[src/verilog/rag_defs.svh]
/*
  Constants of the register access guard: address map of the special
  function register space, reset values and field positions.
  Assumes an 8-bit register address and 8-bit register data.
*/
`ifndef RAG_DEFS_SVH
`define RAG_DEFS_SVH

// Address map.
`define RAG_ADDR_W            8
`define RAG_DATA_W            8
`define RAG_CORE_LAST         8'h1F
`define RAG_MMU_FIRST         8'h20
`define RAG_MMU_LAST          8'h2F
`define RAG_COMP_FIRST        8'h80
`define RAG_SEG_PTR_ADDR      8'h20
`define RAG_SEG_EN_ADDR       8'h21
`define RAG_USER_GRANT_ADDR   8'h22
`define RAG_VENDOR_GRANT_ADDR 8'h23

// Component index field of a component register address.
`define RAG_COMP_MSB          6
`define RAG_COMP_LSB          4
`define RAG_COMP_N            8

// Reset values.
`define RAG_SEG_PTR_RST       8'h00
`define RAG_SEG_EN_RST        8'h00
`define RAG_GRANT_RST         8'h00

// Fixed boundary between vendor firmware and other code.
`define RAG_FW_PARTITION      8'hC0

`endif

[src/verilog/rag_pkg.sv]
/*
  Types of the register access guard: CPU modes, register classes and
  the pipeline state.
  Assumes the constants of rag_defs.svh.
*/
package rag_pkg;

  typedef enum logic [1:0] {
    RAG_MODE_PRIV   = 2'h0,
    RAG_MODE_UNPRIV = 2'h1,
    RAG_MODE_VENDOR = 2'h2,
    RAG_MODE_BAD    = 2'h3
  } rag_mode_e;

  typedef enum logic [1:0] {
    RAG_CLS_CORE,
    RAG_CLS_MMU,
    RAG_CLS_COMP,
    RAG_CLS_NONE
  } rag_class_e;

  typedef enum logic [1:0] {
    RAG_ST_IDLE,
    RAG_ST_ISSUE,
    RAG_ST_DONE
  } rag_state_e;

endpackage

[src/verilog/rag_guard.sv]
/*
  Register access guard: checks every CPU access to the special function
  register space against the CPU mode, holds the memory management
  configuration registers and forwards permitted peripheral accesses.
  Assumes a CPU core on the same clock that keeps cpu_req, cpu_we,
  cpu_addr, cpu_wdata and cpu_mode steady while cpu_ready is low, and
  peripherals that answer a read combinationally while periph_req is high.
*/
// Contract
// - Segment table pointer written only when privileged.
// - MMU configuration registers reachable only when privileged.
// - Component registers reachable in privileged mode.
// - Unprivileged mode reaches only core registers by default.
// - Unprivileged component access needs an MMU grant.
// - Reset loads defined contents and access settings.
// - Other access attributes fixed, not software writable.
// - Separate component grants for unprivileged and vendor modes.
// - MMU attributes changed by privileged software only.
// - All memory segments disabled after reset.
// - Vendor firmware partition fixed, never modifiable.
`timescale 1ns/1ps
`include "rag_defs.svh"

module rag_guard (
  input  wire logic                   clock,
  input  wire logic                   rst_n,
  input  wire logic                   cpu_req,
  input  wire logic                   cpu_we,
  input  wire logic [`RAG_ADDR_W-1:0] cpu_addr,
  input  wire logic [`RAG_DATA_W-1:0] cpu_wdata,
  input  wire logic [1:0]             cpu_mode,
  output logic                        cpu_ready,
  output logic                        cpu_ack,
  output logic [`RAG_DATA_W-1:0]      cpu_rdata,
  output logic                        cpu_violation,
  output logic                        periph_req,
  output logic                        periph_we,
  output logic [`RAG_ADDR_W-1:0]      periph_addr,
  output logic [`RAG_DATA_W-1:0]      periph_wdata,
  input  wire logic [`RAG_DATA_W-1:0] periph_rdata,
  output logic [`RAG_DATA_W-1:0]      seg_table_ptr,
  output logic [`RAG_DATA_W-1:0]      seg_enable,
  output logic [`RAG_COMP_N-1:0]      user_grant,
  output logic [`RAG_COMP_N-1:0]      vendor_grant,
  output logic [`RAG_ADDR_W-1:0]      fw_partition
);

  rag_pkg::rag_state_e        state_reg;
  rag_pkg::rag_class_e        cls;
  rag_pkg::rag_mode_e         mode;
  logic [2:0]                 comp_idx;
  logic [`RAG_COMP_N-1:0]     comp_sel;
  logic                       allowed;
  logic                       take;
  logic                       allowed_reg;
  logic                       internal_reg;
  logic                       we_reg;
  logic [`RAG_ADDR_W-1:0]     addr_reg;
  logic [`RAG_DATA_W-1:0]     wdata_reg;
  logic [`RAG_DATA_W-1:0]     seg_ptr_reg;
  logic [`RAG_DATA_W-1:0]     seg_en_reg;
  logic [`RAG_COMP_N-1:0]     user_grant_reg;
  logic [`RAG_COMP_N-1:0]     vendor_grant_reg;
  logic [`RAG_DATA_W-1:0]     mmu_rdata;
  logic [`RAG_DATA_W-1:0]     rdata_reg;
  logic                       ack_reg;
  logic                       viol_reg;

  // A new request is taken only while the pipeline is empty.
  assign cpu_ready = (state_reg == rag_pkg::RAG_ST_IDLE);
  assign take      = cpu_req && cpu_ready;
  assign mode      = rag_pkg::rag_mode_e'(cpu_mode);
  assign comp_idx  = cpu_addr[`RAG_COMP_MSB:`RAG_COMP_LSB];

  // Classify the address; the class map is wired and never writable.
  always_comb begin
    if (cpu_addr <= `RAG_CORE_LAST) begin
      cls = rag_pkg::RAG_CLS_CORE;
    end else if (cpu_addr >= `RAG_MMU_FIRST && cpu_addr <= `RAG_MMU_LAST) begin
      cls = rag_pkg::RAG_CLS_MMU;
    end else if (cpu_addr >= `RAG_COMP_FIRST) begin
      cls = rag_pkg::RAG_CLS_COMP;
    end else begin
      cls = rag_pkg::RAG_CLS_NONE;
    end
  end

  // One-hot select of the component addressed, one bit per component.
  genvar gi;
  generate
    for (gi = 0; gi < `RAG_COMP_N; gi++) begin : g_comp
      assign comp_sel[gi] = (comp_idx == 3'(gi));
    end
  endgenerate

  // Mode check: core registers in every mode but RAG_MODE_BAD, MMU registers only privileged,
  // component registers privileged or by the grant of the current mode.
  always_comb begin
    allowed = 1'b0;
    case (cls)
      rag_pkg::RAG_CLS_CORE: begin
        allowed = (mode != rag_pkg::RAG_MODE_BAD);
      end
      rag_pkg::RAG_CLS_MMU: begin
        allowed = (mode == rag_pkg::RAG_MODE_PRIV);
      end
      rag_pkg::RAG_CLS_COMP: begin
        case (mode)
          rag_pkg::RAG_MODE_PRIV:   allowed = 1'b1;
          rag_pkg::RAG_MODE_UNPRIV: allowed = |(comp_sel & user_grant_reg);
          rag_pkg::RAG_MODE_VENDOR: allowed = |(comp_sel & vendor_grant_reg);
          default:                  allowed = 1'b0;
        endcase
      end
      default: begin
        allowed = 1'b0;
      end
    endcase
  end

  // Pipeline sequencing: take, issue, answer.
  always_ff @(posedge clock or negedge rst_n) begin
    if (!rst_n) begin
      state_reg <= rag_pkg::RAG_ST_IDLE;
    end else begin
      case (state_reg)
        rag_pkg::RAG_ST_IDLE: begin
          if (take) begin
            state_reg <= rag_pkg::RAG_ST_ISSUE;
          end
        end
        rag_pkg::RAG_ST_ISSUE: begin
          state_reg <= rag_pkg::RAG_ST_DONE;
        end
        default: begin
          state_reg <= rag_pkg::RAG_ST_IDLE;
        end
      endcase
    end
  end

  // Capture the request and its verdict when it is taken.
  always_ff @(posedge clock or negedge rst_n) begin
    if (!rst_n) begin
      allowed_reg  <= 1'b0;
      internal_reg <= 1'b0;
      we_reg       <= 1'b0;
      addr_reg     <= 8'h00;
      wdata_reg    <= 8'h00;
    end else if (take) begin
      allowed_reg  <= allowed;
      internal_reg <= (cls == rag_pkg::RAG_CLS_MMU);
      we_reg       <= cpu_we;
      addr_reg     <= cpu_addr;
      wdata_reg    <= cpu_wdata;
    end
  end

  // Forward a permitted peripheral access for one cycle; a denied one never raises periph_req, though its address and data still load periph_addr and periph_wdata.
  always_ff @(posedge clock or negedge rst_n) begin
    if (!rst_n) begin
      periph_req   <= 1'b0;
      periph_we    <= 1'b0;
      periph_addr  <= 8'h00;
      periph_wdata <= 8'h00;
    end else begin
      periph_req <= take && allowed && (cls != rag_pkg::RAG_CLS_MMU);
      if (take) begin
        periph_we    <= cpu_we;
        periph_addr  <= cpu_addr;
        periph_wdata <= cpu_wdata;
      end
    end
  end

  // MMU configuration: reset to the most restrictive values and written
  // only by a privileged access that passed the check.
  always_ff @(posedge clock or negedge rst_n) begin
    if (!rst_n) begin
      seg_ptr_reg      <= `RAG_SEG_PTR_RST;
      seg_en_reg       <= `RAG_SEG_EN_RST;
      user_grant_reg   <= `RAG_GRANT_RST;
      vendor_grant_reg <= `RAG_GRANT_RST;
    end else if (state_reg == rag_pkg::RAG_ST_ISSUE && internal_reg
                 && allowed_reg && we_reg) begin
      if (addr_reg == `RAG_SEG_PTR_ADDR) begin
        seg_ptr_reg <= wdata_reg;
      end else if (addr_reg == `RAG_SEG_EN_ADDR) begin
        seg_en_reg <= wdata_reg;
      end else if (addr_reg == `RAG_USER_GRANT_ADDR) begin
        user_grant_reg <= wdata_reg;
      end else if (addr_reg == `RAG_VENDOR_GRANT_ADDR) begin
        vendor_grant_reg <= wdata_reg;
      end
    end
  end

  // Read value of the MMU register block; unused offsets read zero.
  always_comb begin
    if (addr_reg == `RAG_SEG_PTR_ADDR) begin
      mmu_rdata = seg_ptr_reg;
    end else if (addr_reg == `RAG_SEG_EN_ADDR) begin
      mmu_rdata = seg_en_reg;
    end else if (addr_reg == `RAG_USER_GRANT_ADDR) begin
      mmu_rdata = user_grant_reg;
    end else if (addr_reg == `RAG_VENDOR_GRANT_ADDR) begin
      mmu_rdata = vendor_grant_reg;
    end else begin
      mmu_rdata = 8'h00;
    end
  end

  // Answer: one-cycle acknowledge with read data, raised together with a violation pulse
  // and zero data when the access was denied.
  always_ff @(posedge clock or negedge rst_n) begin
    if (!rst_n) begin
      ack_reg   <= 1'b0;
      viol_reg  <= 1'b0;
      rdata_reg <= 8'h00;
    end else begin
      ack_reg  <= (state_reg == rag_pkg::RAG_ST_ISSUE);
      viol_reg <= (state_reg == rag_pkg::RAG_ST_ISSUE) && !allowed_reg;
      if (state_reg == rag_pkg::RAG_ST_ISSUE) begin
        if (!allowed_reg || we_reg) begin
          rdata_reg <= 8'h00;
        end else if (internal_reg) begin
          rdata_reg <= mmu_rdata;
        end else begin
          rdata_reg <= periph_rdata;
        end
      end
    end
  end

  assign cpu_ack       = ack_reg;
  assign cpu_violation = viol_reg;
  assign cpu_rdata     = rdata_reg;
  assign seg_table_ptr = seg_ptr_reg;
  assign seg_enable    = seg_en_reg;
  assign user_grant    = user_grant_reg;
  assign vendor_grant  = vendor_grant_reg;

  // The firmware partition is a wired constant with no write path.
  assign fw_partition  = `RAG_FW_PARTITION;

endmodule // rag_guard

[config.mk]
export PLATFORM = sky130hd
export DESIGN_NAME = rag_guard
export DESIGN_NICKNAME = d
export VERILOG_FILES = /design/src/verilog/rag_pkg.sv /design/src/verilog/rag_guard.sv
export VERILOG_INCLUDE_DIRS = /design/src /design/src/verilog
export SDC_FILE = /design/constraint.sdc
export NUM_CORES = 1
export LEC_CHECK = 0
export ABC_CLOCK_PERIOD_IN_PS = 2800
export BUFFER_PORTS_ARGS = -buffer_cell sky130_fd_sc_hd__buf_2
export CAP_MARGIN = 15
export CORE_MARGIN = 2
export CORE_UTILIZATION = 50
export DETAILED_ROUTE_END_ITERATION = 12
export PLACE_DENSITY = 0.79
export SETUP_SLACK_MARGIN = 0.1
export SYNTH_ARGS = -nofsm -noshare
export SYNTH_HDL_FRONTEND = slang
export SYNTH_SLANG_ARGS = --single-unit
[constraint.sdc]
create_clock -name clock -period 2.8 [get_ports clock]
set_input_delay 0.28 -clock clock [delete_from_list [all_inputs] [get_ports clock]]
set_output_delay 0.28 -clock clock [all_outputs]
set_load 0.01 [all_outputs]
[Word level (Yosys, flattened, before mapping)]
Index checks and enable logic that the tools add are counted.
Word-level totals
  output and inout port bits: 69
  logic and storage cells: 75
  flip-flop bits (word level): 64
Cells by class
  bitwise logic cells: 5
  equal/unequal tests: 19
  order comparisons: 4
  reductions and logical operators: 20
  mux-type cells: 13
Operator list (number)
  two-way mux 8 bit: 6
  equality test 8 x 6 -> 1 bit (second input constant): 4
  AND 8 bit: 2
  OR reduction 8 bit: 2
  equality test 3 bit (second input constant): 4
  greater-or-equal comparator 8 x 6 -> 1 bit (second input constant): 1
  greater-or-equal comparator 8 bit (second input constant): 1
  <= comparator 8 x 5 -> 1 bit (second input constant): 1
  <= comparator 8 x 6 -> 1 bit (second input constant): 1
  logical AND 1 bit: 8
  equality test 2 x 1 -> 1 bit (second input constant): 3
  equality test 3 x 2 -> 1 bit (second input constant): 2
  zero test 2 bit: 3
  two-way mux 2 bit: 3
  one-hot mux 1 bit (3 select lines): 2
  AND reduction 5 bit: 1
  equality test 2 bit (second input constant): 2
  inequality test 2 x 1 -> 1 bit (second input constant): 2
  one-hot mux 2 bit (2 select lines): 1
  AND reduction 4 bit: 1
  equality test 3 x 1 -> 1 bit (second input constant): 1
  zero test 3 bit: 1
  inverter 1 bit: 3
  AND reduction 3 bit: 1
  other kinds (5): 5

[Logic depth before layout (Yosys ltp)]
  depth in word-level cells: 8
  depth in mapped cells: 7
  depth with buffers taken out: 6

[Least setup slack after synthesis]
OpenSTA, ideal clock, no wires.
  path type: register to register
  start point: reg, netlist name periph_addr[4]
  end point: reg vendor_grant_reg[0], in the netlist vendor_grant[0]
  required time: 2675 ps
  slack: 705 ps
  data arrival time: 1969 ps
  cell stages (with the launch flop): 8
  library setup time: 125 ps
  path buffers: 2
  path through: dfrtp_1 -> or4b_1 -> nor3_2 -> buf_4 -> and2_4 -> and2b_2 -> buf_12 -> mux2_4
RTL lines
  to (signal assigned): RTL line rag_guard.sv:183  | vendor_grant_reg <= `RAG_GRANT_RST;
  to (signal assigned): RTL line rag_guard.sv:193  | vendor_grant_reg <= wdata_reg;
  to (decl): RTL line rag_guard.sv:63  | logic [`RAG_COMP_N-1:0] vendor_grant_reg;

==> results.sh <==
export IMPL_outcome="finished clean"
export IMPL_clk_path_buf_depth=2
export IMPL_synthMostInstantiatedCell="dfrtp_1"
export IMPL_cts_root_buf="clkbuf_8"
export IMPL_post_drt_wl_per_cell_um=17.4
export IMPL_die_y_um=82.3
export IMPL_layout_drive_gt1_share=0.411
export IMPL_worst_pin_slew_ns=0.579
export IMPL_critPathBufInv=1
export IMPL_area_delta_synth_final_pct=22.2
export IMPL_max_stage_delay_ns=0.55
export IMPL_io_pins=99
export IMPL_numCtsBuffers=9
export IMPL_path_class="reg -> reg"
export IMPL_htreeDepth=3
export IMPL_synth_cells=278
export IMPL_io_buffer_count=90
export IMPL_synth_area_per_cell_um2=11.0
export IMPL_synth_edf_count=0
export IMPL_synth_distinct_cells=41
export IMPL_num_antenna_cells=0
export IMPL_slew_headroom=0.612
export IMPL_grt_usage=0.252
export IMPL_worst_ep_arrival_time_ns=2.51
export IMPL_startpoint_type="flop"
export IMPL_drt_initial_drc_count=127
export IMPL_synth_seq_area_share=0.522
export IMPL_core_mm2=0.00592
export IMPL_vias_per_cell=5.50
export IMPL_ys_warn_count=0
export IMPL_hpwl_um=5750
export IMPL_vias=2474
export IMPL_dieArea_mm2=0.00678
export IMPL_multi_input_area_mm2=0.00134
export IMPL_crit_chain="or4b_1 -> nor3_2 -> buf_4 -> and2_1 -> nand2_2 -> mux2_2"
export IMPL_drc_errors=0
export IMPL_crit_family="simple AND/OR/NAND/NOR gates"
export IMPL_synth_area_leader_cell="dfrtp_1"
export IMPL_hold_viol_final=0
export IMPL_grt_use_met2=0.375
export IMPL_critical_path_max_fanout=9
export IMPL_grt_pass1_wl_um=12200
export IMPL_ff_latch_area_mm2=0.00160
export IMPL_async_reset_ff_frac=1.00
export IMPL_slowest_stage="or4b_1"
export IMPL_ys_top_cells_by_area="dfrtp_1, mux2_2, nand2_1"
export IMPL_antenna_found_initial=0
export IMPL_grt_max_degree=27
export IMPL_endpoint_kind="flop"
export IMPL_maxCapViolations=0
export IMPL_cts_setup_buffers=0
export IMPL_cp_required_ns=3.03
export IMPL_setup_viol=0
export IMPL_drtAntennaViolNets=0
export IMPL_cts_tree="done"
export IMPL_drv_slew=0
export IMPL_yosys_most_used_dff="dfrtp_1"
export IMPL_overflow=0
export IMPL_vdd_drop_max_mv=0.416
export IMPL_busiest_layer="met2"
export IMPL_grtUsageMet1=0.343
export IMPL_finClkSkew_ns=0.0104
export IMPL_cellLeakagePower_uw=0.00207
export IMPL_grt_util_met3=0.0435
export IMPL_syn_cell_area_mm2=0.00307
export IMPL_grt_pass1_vias=2452
export IMPL_powerDensity_mw_per_mm2=621
export IMPL_cts_clk_slew_worst_paths_ns=0.07
export IMPL_rsz0062_at_grt="false"
export IMPL_fp_row_count=28
export IMPL_tns_ns=0
export IMPL_nNetsFinal=401
export IMPL_num_fill_cells=484
export IMPL_fin_crit_ns=2.28
export IMPL_min_path_type="in -> reg"
export IMPL_dr_pass1_iters=4
export IMPL_synth_seq_cells=64
export IMPL_die_w_um=82.3
export IMPL_clock_sinks=64
export IMPL_timing_fmax_mhz=438
export IMPL_power_total_uw=2330
export IMPL_routed_wirelength_um=7840
export IMPL_worst_skew_pair_late_latency_ns=0.35
export IMPL_place_congestion=0.855
export IMPL_synth_top_area_share=0.522
export IMPL_synthTopCellsByCount="dfrtp_1, nand2_1, mux2_2"
export IMPL_start_util=0.518
export IMPL_fin_crit_sh=0.815
-- cells in the final DEF (no fill, tap or decap), types with 5 or more instances in the layout --
cell / instances
o22ai_1: 6
conb_1: 8
buf_4: 7
a31oi_1: 15
o21ai_0: 16
buf_2: 90
mux2_2: 25
dfrtp_1: 64
clkbuf_8: 10
mux2i_1: 6
nor2b_1: 9
nand2_1: 62
a22oi_1: 6
mux2_4: 8
nor2_1: 5
-- path summary, 6_finish.rpt --
path | start | end | slack [ns] | cells after the start
worst min register to register | cpu_rdata[5]$_DFFE_PN0P_ | cpu_rdata[5]$_DFFE_PN0P_ | 0.48 | 2
worst min-delay path | cpu_we | periph_we$_DFFE_PN0P_ | 0.12 | 3
max in group asynchronous | rst_n | periph_addr[3]$_DFFE_PN0P_ | 1.69 | 3
worst max-delay path | periph_addr[4]$_DFFE_PN0P_ | seg_table_ptr[0]$_DFFE_PN0P_ | 0.52 | 6
min in group asynchronous | rst_n | periph_wdata[2]$_DFFE_PN0P_ | 0.40 | 2
worst max register to register | periph_addr[4]$_DFFE_PN0P_ | seg_table_ptr[0]$_DFFE_PN0P_ | 0.52 | 6
-- cell type report --
class,count,share of cell area
well taps,75,0.0250
repair buffers,98,0.137
inverters,4,0.00401
multi-input cells,194,0.357
flip-flops and latches,64,0.427
clock buffers,11,0.0377
clock inverters,4,0.0120
-- logic make-up after synthesis --
family                 after synthesis  share of synthesized area
other                                2                    0.00245
multiplexers                        42                      0.173
buffers and inverters               26                     0.0490
AND/OR/NAND/NOR                     94                      0.154
AO/OA/AOI/OAI                       50                      0.100
flip-flops                          64                      0.522
-- timing repair --
action,4_1_cts,5_1_grt
hold buffers,1,0
endpoints found under the hold margin,18,0
resized for setup,0,0
endpoints found under the setup margin,0,0
-- stage by stage --
stage / utilization / std cells / worst slack [ns] / hold slack, ns / instance area [um^2]
global route: 0.633 / 450 / 0.387 / 0.117 / 3750
detailed placement: 0.600 / 434 / 0.532 / 0.240 / 3550
floorplan: - / 284 / 0.705 / -0.0156 / 3090
CTS: 0.633 / 450 / 0.539 / 0.107 / 3750
global placement: 0.600 / 434 / 0.623 / 0.244 / 3550
finish: 0.633 / 450 / 0.517 / 0.117 / 3750
-- tightest hold or removal path, stage by stage --
cell and delay (ns):
buf_2 0.07, nand2_1 0.04, nand2_1 0.04
-- power breakdown --
| part | leakage [uW] | switching, uW | internal (uW) |
|---|---|---|---|
| combinational | 0.00111 | 260 | 175 |
| clock | 0.0000989 | 346 | 426 |
| sequential | 0.000859 | 105 | 1010 |
| total | 0.00207 | 711 | 1610 |
-- per-layer routing --
layer / vias to the layer above / wire, um
li1: 1151 / -
met1: 1222 / 3440
met2: 84 / 3760
met3: 17 / 431
met4: 0 / 209
met5: - / 0
(Power assumes the default switching activity.)
